--- config.mk ---
export PLATFORM = sky130hd
export DESIGN_NAME = dual_comparator_interrupt_ctrl
export DESIGN_NICKNAME = d
export VERILOG_FILES = /design/src/hw/cmp_ctrl_pkg.sv /design/src/hw/dual_comparator_interrupt_ctrl.sv /design/src/hw/cmp_sync.sv /design/src/hw/cmp_settle.sv
export VERILOG_INCLUDE_DIRS = /design/src /design/src/hw
export SDC_FILE = /design/constraint.sdc
export NUM_CORES = 1
export LEC_CHECK = 0
export BUFFER_PORTS_ARGS = -buffer_cell sky130_fd_sc_hd__buf_2
export CORE_ASPECT_RATIO = 1.1
export CORE_MARGIN = 2
export CORE_UTILIZATION = 58
export DETAILED_ROUTE_END_ITERATION = 10
export PLACE_DENSITY = 0.79
export SYNTH_ARGS = -nofsm -noshare
export SYNTH_HDL_FRONTEND = slang
export SYNTH_SLANG_ARGS = --single-unit
--- constraint.sdc ---
create_clock -name sys_clk -period 2.4 [get_ports sys_clk]
set_input_delay 0.48 -clock sys_clk [delete_from_list [all_inputs] [get_ports sys_clk]]
set_output_delay 0.48 -clock sys_clk [all_outputs]
set_load 0.005 [all_outputs]
--- src/hw/cmp_ctrl_params.svh ---
// constants for the dual comparator control block
`ifndef CMP_CTRL_PARAMS_SVH
`define CMP_CTRL_PARAMS_SVH
`define ADDR_CMP1_CFG     4'h0
`define ADDR_CMP2_CFG     4'h1
`define ADDR_PWR_AUX      4'h2
`define ADDR_IRQ_STATUS   4'h3
`define ADDR_IRQ_MASK     4'h4
`define CFG_EN_BIT        0
`define CFG_REFSEL_BIT    1
`define CFG_OUTEN_BIT     2
`define CFG_IEN_BIT       3
`define CFG_OUT_BIT       4
`define CFG_FLAG_BIT      5
`define PWR_CMP_OFF_BIT   5
`define PWR_MODE_LSB      0
`define CFG_RESET         8'h00
`define SETTLE_NS         10000
`define CLK_PERIOD_NS     5
`define SETTLE_CYCLES     ((`SETTLE_NS + `CLK_PERIOD_NS - 1) / `CLK_PERIOD_NS)
`define SETTLE_W          11
`endif

--- src/hw/cmp_ctrl_pkg.sv ---
// types for the dual comparator control block
package cmp_ctrl_pkg;
    typedef enum logic [1:0] {
        PM_RUN      = 2'h0,
        PM_IDLE     = 2'h1,
        PM_PWRDOWN  = 2'h3,
        PM_TOTALPD  = 2'h2
    } power_mode_t;
    typedef enum logic [1:0] {
        ST_OFF    = 2'h0,
        ST_SETTLE = 2'h1,
        ST_ACTIVE = 2'h3
    } cmp_state_t;
endpackage : cmp_ctrl_pkg

--- src/hw/dual_comparator_interrupt_ctrl.sv ---
// control, flags and interrupt logic for two analog comparators
// Behaviour
// - result reads one only while positive input exceeds negative input
// - negative input selects external pin or internal reference
// - each comparator can request an interrupt on output change
// - only comparator one may drive its output onto a port pin
// - change flag in config register set on every output change
// - one shared interrupt; software reads both flags to find source
// - comparators run in idle and power-down, off in total power-down
// - enabled change raises interrupt and wakes in idle or power-down only
// - power control bit switches both comparators off together
//
// The implementer's own choices: strobed register access and the register offsets.
`include "cmp_ctrl_params.svh"
module dual_comparator_interrupt_ctrl
    import cmp_ctrl_pkg::*;
(
    input  wire logic        sys_clk,
    input  wire logic        resetn,
    input  wire logic [3:0]  regAddr,
    input  wire logic [7:0]  regWdata,
    input  wire logic        regWrite,
    input  wire logic        regRead,
    output logic      [7:0]  regRdata,
    input  wire logic [1:0]  cmpRaw,
    output logic      [1:0]  cmpPowerOn,
    output logic      [1:0]  refSelect,
    output logic             pinOut,
    output logic             pinOutEn,
    output logic             irq,
    output logic             wakeUp
);
    logic [7:0]  cfg_q [2];
    logic [7:0]  pwrAux_q;
    logic [1:0]  mask_q;
    logic [7:0]  rdata_q;
    logic [1:0]  level;
    logic [1:0]  changed;
    logic [1:0]  settled;
    logic [1:0]  powered;
    logic [1:0]  flags;
    logic        totalPd;
    logic        pinOut_q;
    logic        pinOutEn_q;
    power_mode_t mode;

    assign mode    = power_mode_t'(pwrAux_q[`PWR_MODE_LSB +: 2]);
    assign totalPd = (mode == PM_TOTALPD);

    genvar gi;
    generate
        for (gi = 0; gi < 2; gi++)
        begin : g_cmp
            assign powered[gi]   = cfg_q[gi][`CFG_EN_BIT] & ~pwrAux_q[`PWR_CMP_OFF_BIT]
                                   & ~totalPd;
            assign cmpPowerOn[gi] = powered[gi];
            assign refSelect[gi] = cfg_q[gi][`CFG_REFSEL_BIT];
            assign flags[gi]     = cfg_q[gi][`CFG_FLAG_BIT];
            cmp_sync u_sync (
                .sys_clk (sys_clk),
                .resetn  (resetn),
                .rawIn   (cmpRaw[gi]),
                .active  (powered[gi]),
                .level   (level[gi]),
                .changed (changed[gi])
            );
            cmp_settle u_settle (
                .sys_clk (sys_clk),
                .resetn  (resetn),
                .powered (powered[gi]),
                .settled (settled[gi])
            );
            always_ff @(posedge sys_clk)
            begin
                if (!resetn)
                    cfg_q[gi] <= `CFG_RESET;
                else
                begin
                    if (regWrite && regAddr == (gi == 0 ? `ADDR_CMP1_CFG : `ADDR_CMP2_CFG))
                    begin
                        cfg_q[gi][3:0] <= regWdata[3:0];
                        if (regWdata[`CFG_FLAG_BIT] == 1'b0)
                            cfg_q[gi][`CFG_FLAG_BIT] <= 1'b0;
                    end
                    if (regWrite && regAddr == `ADDR_IRQ_STATUS && regWdata[gi])
                        cfg_q[gi][`CFG_FLAG_BIT] <= 1'b0;
                    cfg_q[gi][`CFG_OUT_BIT] <= level[gi];
                    if (changed[gi])
                        cfg_q[gi][`CFG_FLAG_BIT] <= 1'b1;
                    cfg_q[gi][7:6] <= 2'h0;
                end
            end
        end
    endgenerate

    always_ff @(posedge sys_clk)
    begin
        if (!resetn)
            pwrAux_q <= 8'h00;
        else if (regWrite && regAddr == `ADDR_PWR_AUX)
            pwrAux_q <= regWdata;
    end

    always_ff @(posedge sys_clk)
    begin
        if (!resetn)
            mask_q <= 2'h3;
        else if (regWrite && regAddr == `ADDR_IRQ_MASK)
            mask_q <= regWdata[1:0];
    end

    always_ff @(posedge sys_clk)
    begin
        if (!resetn)
        begin
            pinOut_q   <= 1'b0;
            pinOutEn_q <= 1'b0;
        end
        else
        begin
            pinOut_q   <= level[0];
            pinOutEn_q <= cfg_q[0][`CFG_OUTEN_BIT];
        end
    end
    assign pinOut   = pinOut_q;
    assign pinOutEn = pinOutEn_q;

    logic [1:0] pend;
    assign pend = flags & {cfg_q[1][`CFG_IEN_BIT], cfg_q[0][`CFG_IEN_BIT]} & mask_q;
    assign irq  = |pend;
    assign wakeUp = irq & ~totalPd & (mode != PM_RUN);

    always_ff @(posedge sys_clk)
    begin
        if (!resetn)
            rdata_q <= 8'h00;
        else if (regRead)
        begin
            case (regAddr)
                `ADDR_CMP1_CFG:   rdata_q <= cfg_q[0];
                `ADDR_CMP2_CFG:   rdata_q <= cfg_q[1];
                `ADDR_PWR_AUX:    rdata_q <= pwrAux_q;
                `ADDR_IRQ_STATUS: rdata_q <= {4'h0, settled, flags};
                `ADDR_IRQ_MASK:   rdata_q <= {6'h00, mask_q};
                default:          rdata_q <= 8'h00;
            endcase
        end
        else
            rdata_q <= 8'h00;
    end
    assign regRdata = rdata_q;

    AST_FLAG_SET: assert property (@(posedge sys_clk) disable iff (!resetn)
        changed[0] |=> flags[0])
        else $error("flag 0 not set after change");
    AST_FLAG_SET2: assert property (@(posedge sys_clk) disable iff (!resetn)
        changed[1] |=> flags[1])
        else $error("flag 1 not set after change");
    AST_FLAG_W1C: assert property (@(posedge sys_clk) disable iff (!resetn)
        regWrite && regAddr == `ADDR_IRQ_STATUS && regWdata[0] && !changed[0]
        |=> !flags[0])
        else $error("flag 0 not cleared by status write");
    AST_IRQ_LEVEL: assert property (@(posedge sys_clk) disable iff (!resetn)
        irq |-> (|(flags & mask_q)))
        else $error("irq without unmasked flag");
    AST_TPD_OFF: assert property (@(posedge sys_clk) disable iff (!resetn)
        totalPd |-> cmpPowerOn == 2'h0)
        else $error("comparator powered in total power-down");
    AST_PWR_OFF: assert property (@(posedge sys_clk) disable iff (!resetn)
        pwrAux_q[`PWR_CMP_OFF_BIT] |-> !level[0] && !level[1])
        else $error("level active while powered off");
    AST_PIN_FOLLOW: assert property (@(posedge sys_clk) disable iff (!resetn)
        ##1 pinOut == $past(level[0]))
        else $error("pin not following comparator one");
    AST_NO_WAKE_TPD: assert property (@(posedge sys_clk) disable iff (!resetn)
        totalPd |-> !wakeUp)
        else $error("wake in total power-down");
    AST_OUT_BIT: assert property (@(posedge sys_clk) disable iff (!resetn)
        ##1 cfg_q[1][`CFG_OUT_BIT] == $past(level[1]))
        else $error("output bit not tracking level");
    AST_REF: assert property (@(posedge sys_clk) disable iff (!resetn)
        refSelect[0] == cfg_q[0][`CFG_REFSEL_BIT])
        else $error("reference select mismatch");
    COV_IRQ: cover property (@(posedge sys_clk) disable iff (!resetn) $rose(irq));
    COV_BOTH: cover property (@(posedge sys_clk) disable iff (!resetn) &flags);
    COV_WAKE: cover property (@(posedge sys_clk) disable iff (!resetn) wakeUp);
endmodule : dual_comparator_interrupt_ctrl

--- src/hw/cmp_sync.sv ---
// two-stage synchroniser with change detection for one comparator
`include "cmp_ctrl_params.svh"
module cmp_sync
    import cmp_ctrl_pkg::*;
(
    input  wire logic sys_clk,
    input  wire logic resetn,
    input  wire logic rawIn,
    input  wire logic active,
    output logic      level,
    output logic      changed
);
    logic stage1_q;
    logic stage2_q;
    logic prev_q;
    always_ff @(posedge sys_clk)
    begin
        if (!resetn)
        begin
            stage1_q <= 1'b0;
            stage2_q <= 1'b0;
        end
        else
        begin
            stage1_q <= rawIn;
            stage2_q <= stage1_q;
        end
    end
    always_ff @(posedge sys_clk)
    begin
        if (!resetn)
            prev_q <= 1'b0;
        else
            prev_q <= stage2_q;
    end
    assign level   = active & stage2_q;
    assign changed = active & (prev_q ^ stage2_q);
endmodule : cmp_sync

--- src/hw/cmp_settle.sv ---
// settling hold-off counter after a comparator is enabled
`include "cmp_ctrl_params.svh"
module cmp_settle
    import cmp_ctrl_pkg::*;
(
    input  wire logic sys_clk,
    input  wire logic resetn,
    input  wire logic powered,
    output logic      settled
);
    cmp_state_t               state_q;
    logic [`SETTLE_W-1:0]     count_q;
    always_ff @(posedge sys_clk)
    begin
        if (!resetn)
        begin
            state_q <= ST_OFF;
            count_q <= '0;
        end
        else if (!powered)
        begin
            state_q <= ST_OFF;
            count_q <= '0;
        end
        else
        begin
            case (state_q)
                ST_OFF:
                begin
                    state_q <= ST_SETTLE;
                    count_q <= '0;
                end
                ST_SETTLE:
                begin
                    if (count_q == `SETTLE_W'(`SETTLE_CYCLES - 1))
                        state_q <= ST_ACTIVE;
                    else
                        count_q <= count_q + `SETTLE_W'(1);
                end
                ST_ACTIVE:
                    state_q <= ST_ACTIVE;
                default:
                    state_q <= ST_OFF;
            endcase
        end
    end
    assign settled = (state_q == ST_ACTIVE);
endmodule : cmp_settle

==> impl_metrics.csv <==
group,metric,value,unit
run,cap_violations,0,
critical_path,crit_slowest_cell,"or4_4",
placed_design,dp_slack,0.528,ns
grt,grt_pass1_wl,11.2,mm
timing,fin_skew,0.00698,ns
logic_synthesis,netlist-cell-type-count,53,
layout,nFillCells,397,
floorplan,initial_core_util,60.2,%
critical_path,cp-end-kind,"flip-flop",
power_and_ir_drop,pwr-share-seq,50.8,%
hold_path,whs_endpoint,"g_cmp[1].u_sync.stage1_q",
grt,grt_pass1_vias,2422,
timing,period_share,77.6,%
critical_path,critPathTopFamily,"simple AND/OR/NAND/NOR gates",
grt,antenna_found_initial,0,
critical_path,path_cells,"ha_1 -> nand4b_1 -> or4_4 -> a21oi_4 -> a221o_1",
logic_synthesis,synth_fp_nets,351,
cts,insertion_delay,0.34,ns
timing,hold_viol,0,
grt,grt_use_total,24.9,%
placed_design,place.gp.congestion,0.884,
floorplan,core,5000,µm²
route,firstDrtPassIters,5,
hold_path,hp-start,"cmpRaw[1]",
route,vias,2633,
timing,rsz0062_at_grt,"false",
timing,worst_slack,0.539,ns
critical_path,reg2reg_to,"g_cmp[0].u_settle.count_q[10]",
cts,cts-buffers-inserted,9,
floorplan,rows,27,
critical_path,r2r-start,"g_cmp[0].u_settle.count_q[0]",
power_and_ir_drop,p_switching,0.510,mW
layout,final_nets,383,
logic_synthesis,synth_ff_type,"dfxtp_1",
floorplan,die_area,5780,µm²
timing,setup_viol,0,
logic_synthesis,yosys_warnings,0,
grt,grt_overflow,0,
power_and_ir_drop,clkPwrFrac,43.1,%
layout,insertedDiodeCount,0,
timing,slew_viol_final,0,
power_and_ir_drop,p_int,1.71,mW
critical_path,arrival,2.14,ns
critical_path,cp_max_fo,6,
timing,fin_tns_setup,0,ns
route,drc_errors,0,
cts,htree_levels,3,
critical_path,cp-start-kind,"flip-flop",
logic_synthesis,synth-seq-cells,64,
logic_synthesis,synth_area_per_cell,9.09,µm²
cts,cts_tree,"yes",
power_and_ir_drop,power_density,649,nW/µm²
cts,clkTransAtPathRegs,0.07,ns
logic_synthesis,netlist_area,3010,µm²
placed_design,dpl.hpwl,4.80,mm
grt,grt_max_degree,23,
route,ant_nets,0,
cts,cts_root_buf,"clkbuf_8",
timing,fmax,537,MHz
cts,clockBufferDepth,2,
power_and_ir_drop,ir_drop,0.000512,V
logic_synthesis,yosys-top-cells-area,"dfxtp_1, edfxtp_1, and2_1",
floorplan,die_h,79.6,µm
critical_path,worstPathRequired,2.68,ns
placed_design,port_buffers,33,
critical_path,max_stage_delay,0.49,ns
floorplan,ios,34,
timing,relSlewSlack,63.0,%
layout,drive_gt1_share,16.6,%
logic_synthesis,async_reset_ff_share,0,%
power_and_ir_drop,p_leak,1.25,nW
layout,area_growth,13.6,%
power_and_ir_drop,swShare,23.0,%
cts,cts_resized,0,
floorplan,die_w,72.7,µm
cts,post-cts-setup-buffer-count,0,
logic_synthesis,yosysTopAreaCellShare,35.9,%
hold_path,hold_class,"primary input to flip-flop",
logic_synthesis,synth-seq-area-share,45.9,%
route,avgViaCountPerCell,6.18,
critical_path,rr_worst_depth,5,
logic_synthesis,synthCells,331,
cts,clock-sinks,64,
hold_path,holdPathStages,2,
logic_synthesis,yosys.area.top_type,"dfxtp_1",
timing,layout_min_cycle_time,1.86,ns
critical_path,critPathKind,"flip-flop to flip-flop",
cts,hold_buffers,0,
critical_path,cp_num_buf_inv,0,
route,drt_iter0_drc,293,
power_and_ir_drop,power_frac_comb,6.1,%
critical_path,regToRegSetupSlack,0.54,ns
logic_synthesis,synth_edf_count,10,
outcome,status,"finished, final reports clean",
route,wl,6.82,mm
route,post_drt_wl_per_cell,16.0,µm
timing,worst_pin_slew,0.554,ns
[per-layer routing]
| metal | global-route usage, % | wire, µm |
|---|---|---|
| met1 | 33.1 | 2980 |
| met2 | 39.9 | 3330 |
| met3 | 4.42 | 403 |
| met4 | 10.2 | 108 |
| met5 | 0 | 0 |
[synth_stat cells, types with 3 or more instances]
master / instances
nor4_1: 5
mux2i_1: 5
nor3_1: 9
nor3b_1: 3
a211oi_1: 7
nor2b_1: 7
a21boi_0: 9
nand2b_1: 6
nand4_1: 4
a21oi_1: 21
o21ai_0: 12
dfxtp_1: 54
clkbuf_1: 13
and4_1: 3
a31oi_1: 8
buf_4: 4
nor2_1: 14
nand2_1: 36
inv_1: 6
a221o_1: 4
and2_1: 22
o31ai_1: 3
nand3_1: 20
and3_1: 7
edfxtp_1: 10
[placed cells by master, fill, tap and decap left out, drive strengths merged, types with 2 or more instances in the layout]
master / count
nor3: 9
clkinv: 2
nand4: 5
a21oi: 22
and4b: 2
inv: 6
edfxtp: 10
nand2b: 6
xnor2: 2
and3: 7
a221o: 4
nor4b: 2
and4: 3
o211ai: 2
dfxtp: 54
nand3: 20
nand4b: 2
o21ai: 12
clkbuf: 12
o31ai: 4
nand2: 36
nor2b: 7
nor3b: 3
a31oi: 8
a22o: 2
a311oi: 2
mux2i: 5
nor2: 14
and2: 22
mux4: 2
buf: 40
nor4: 5
ha: 2
a21boi: 9
a211oi: 7
or4: 3
or3: 2
[worst max path at each step]
stage | to | from | slack, ns | depth (start not counted)
detailed placement | cfg_q[1][0] | regAddr[2] | 0.53 | 4
CTS | g_cmp[0].u_settle.count_q[5] | g_cmp[0].u_settle.count_q[0] | 0.55 | 5
floorplan | cfg_q[1][0] | regAddr[0] | 0.59 | 4
global placement | cfg_q[1][0] | regAddr[2] | 0.56 | 4
global route | g_cmp[0].u_settle.count_q[10] | g_cmp[0].u_settle.count_q[0] | 0.39 | 5
finish | g_cmp[0].u_settle.count_q[10] | g_cmp[0].u_settle.count_q[0] | 0.54 | 5
[power by group through the flow]
| stage | combinational [mW] | clock (mW) | sequential, mW |
|---|---|---|---|
| 2_1_floorplan | 0.0876 | 0 | 1.14 |
| 3_3_place_gp | 0.132 | 0 | 1.15 |
| 3_5_place_dp | 0.134 | 0 | 1.15 |
| 4_1_cts | 0.134 | 0.970 | 1.13 |
| 5_1_grt | 0.149 | 1.02 | 1.13 |
| 6_report | 0.135 | 0.957 | 1.13 |
[cell type report]
cell class              instances  area (µm²)  area share (%)
multi-input cells             242        1520            44.4
flip-flops and latches         64        1380            40.4
repair buffers                 40         218            6.36
clock buffers                  12         156            4.57
well taps                      58        72.6            2.12
clock inverters                 4        51.3            1.50
inverters                       6        22.5           0.658
[kinds of logic after synthesis]
| logic type | Yosys count | share of synthesized area [%] |
|---|---|---|
| compound gates | 79 | 18.0 |
| xor+xnor | 3 | 0.873 |
| fa+ha+maj | 2 | 0.831 |
| buf+inv | 25 | 3.66 |
| flops | 64 | 45.9 |
| mux | 7 | 3.16 |
| simple gates | 151 | 27.6 |
[flip-flops by register name, indices dropped and copies added, names as in the netlist]
| register | flops |
|---|---|
| g_cmp.u_settle.count_q | 22 |
| cfg_q | 12 |
| pwrAux_q | 8 |
| regRdata | 8 |
| g_cmp.u_settle.state_q | 4 |
| g_cmp.u_sync.prev_q | 2 |
| g_cmp.u_sync.stage1_q | 2 |
| g_cmp.u_sync.stage2_q | 2 |
| mask_q | 2 |
| pinOut | 1 |
| pinOutEn | 1 |
[worst reg2reg max path: cells and delay by family, from the launching register on]
kind            cells  cell delay [ns]
flops               1             0.41
compound gates      2             0.42
fa+ha+maj           1             0.24
simple gates        2             0.73
[through the flow]
stage               cells  cell area [µm²]  total power [mW]  hold slack [ns]  util (%)
floorplan             331             3010              1.23            0.412         -
global placement      410             3210              1.28            0.419      64.3
detailed placement    410             3210              1.29            0.422      64.3
CTS                   426             3420              2.23            0.341      68.4
global route          426             3420              2.30            0.339      68.4
finish                426             3420              2.22            0.348      68.4
Power figures use the tool's default switching activity.
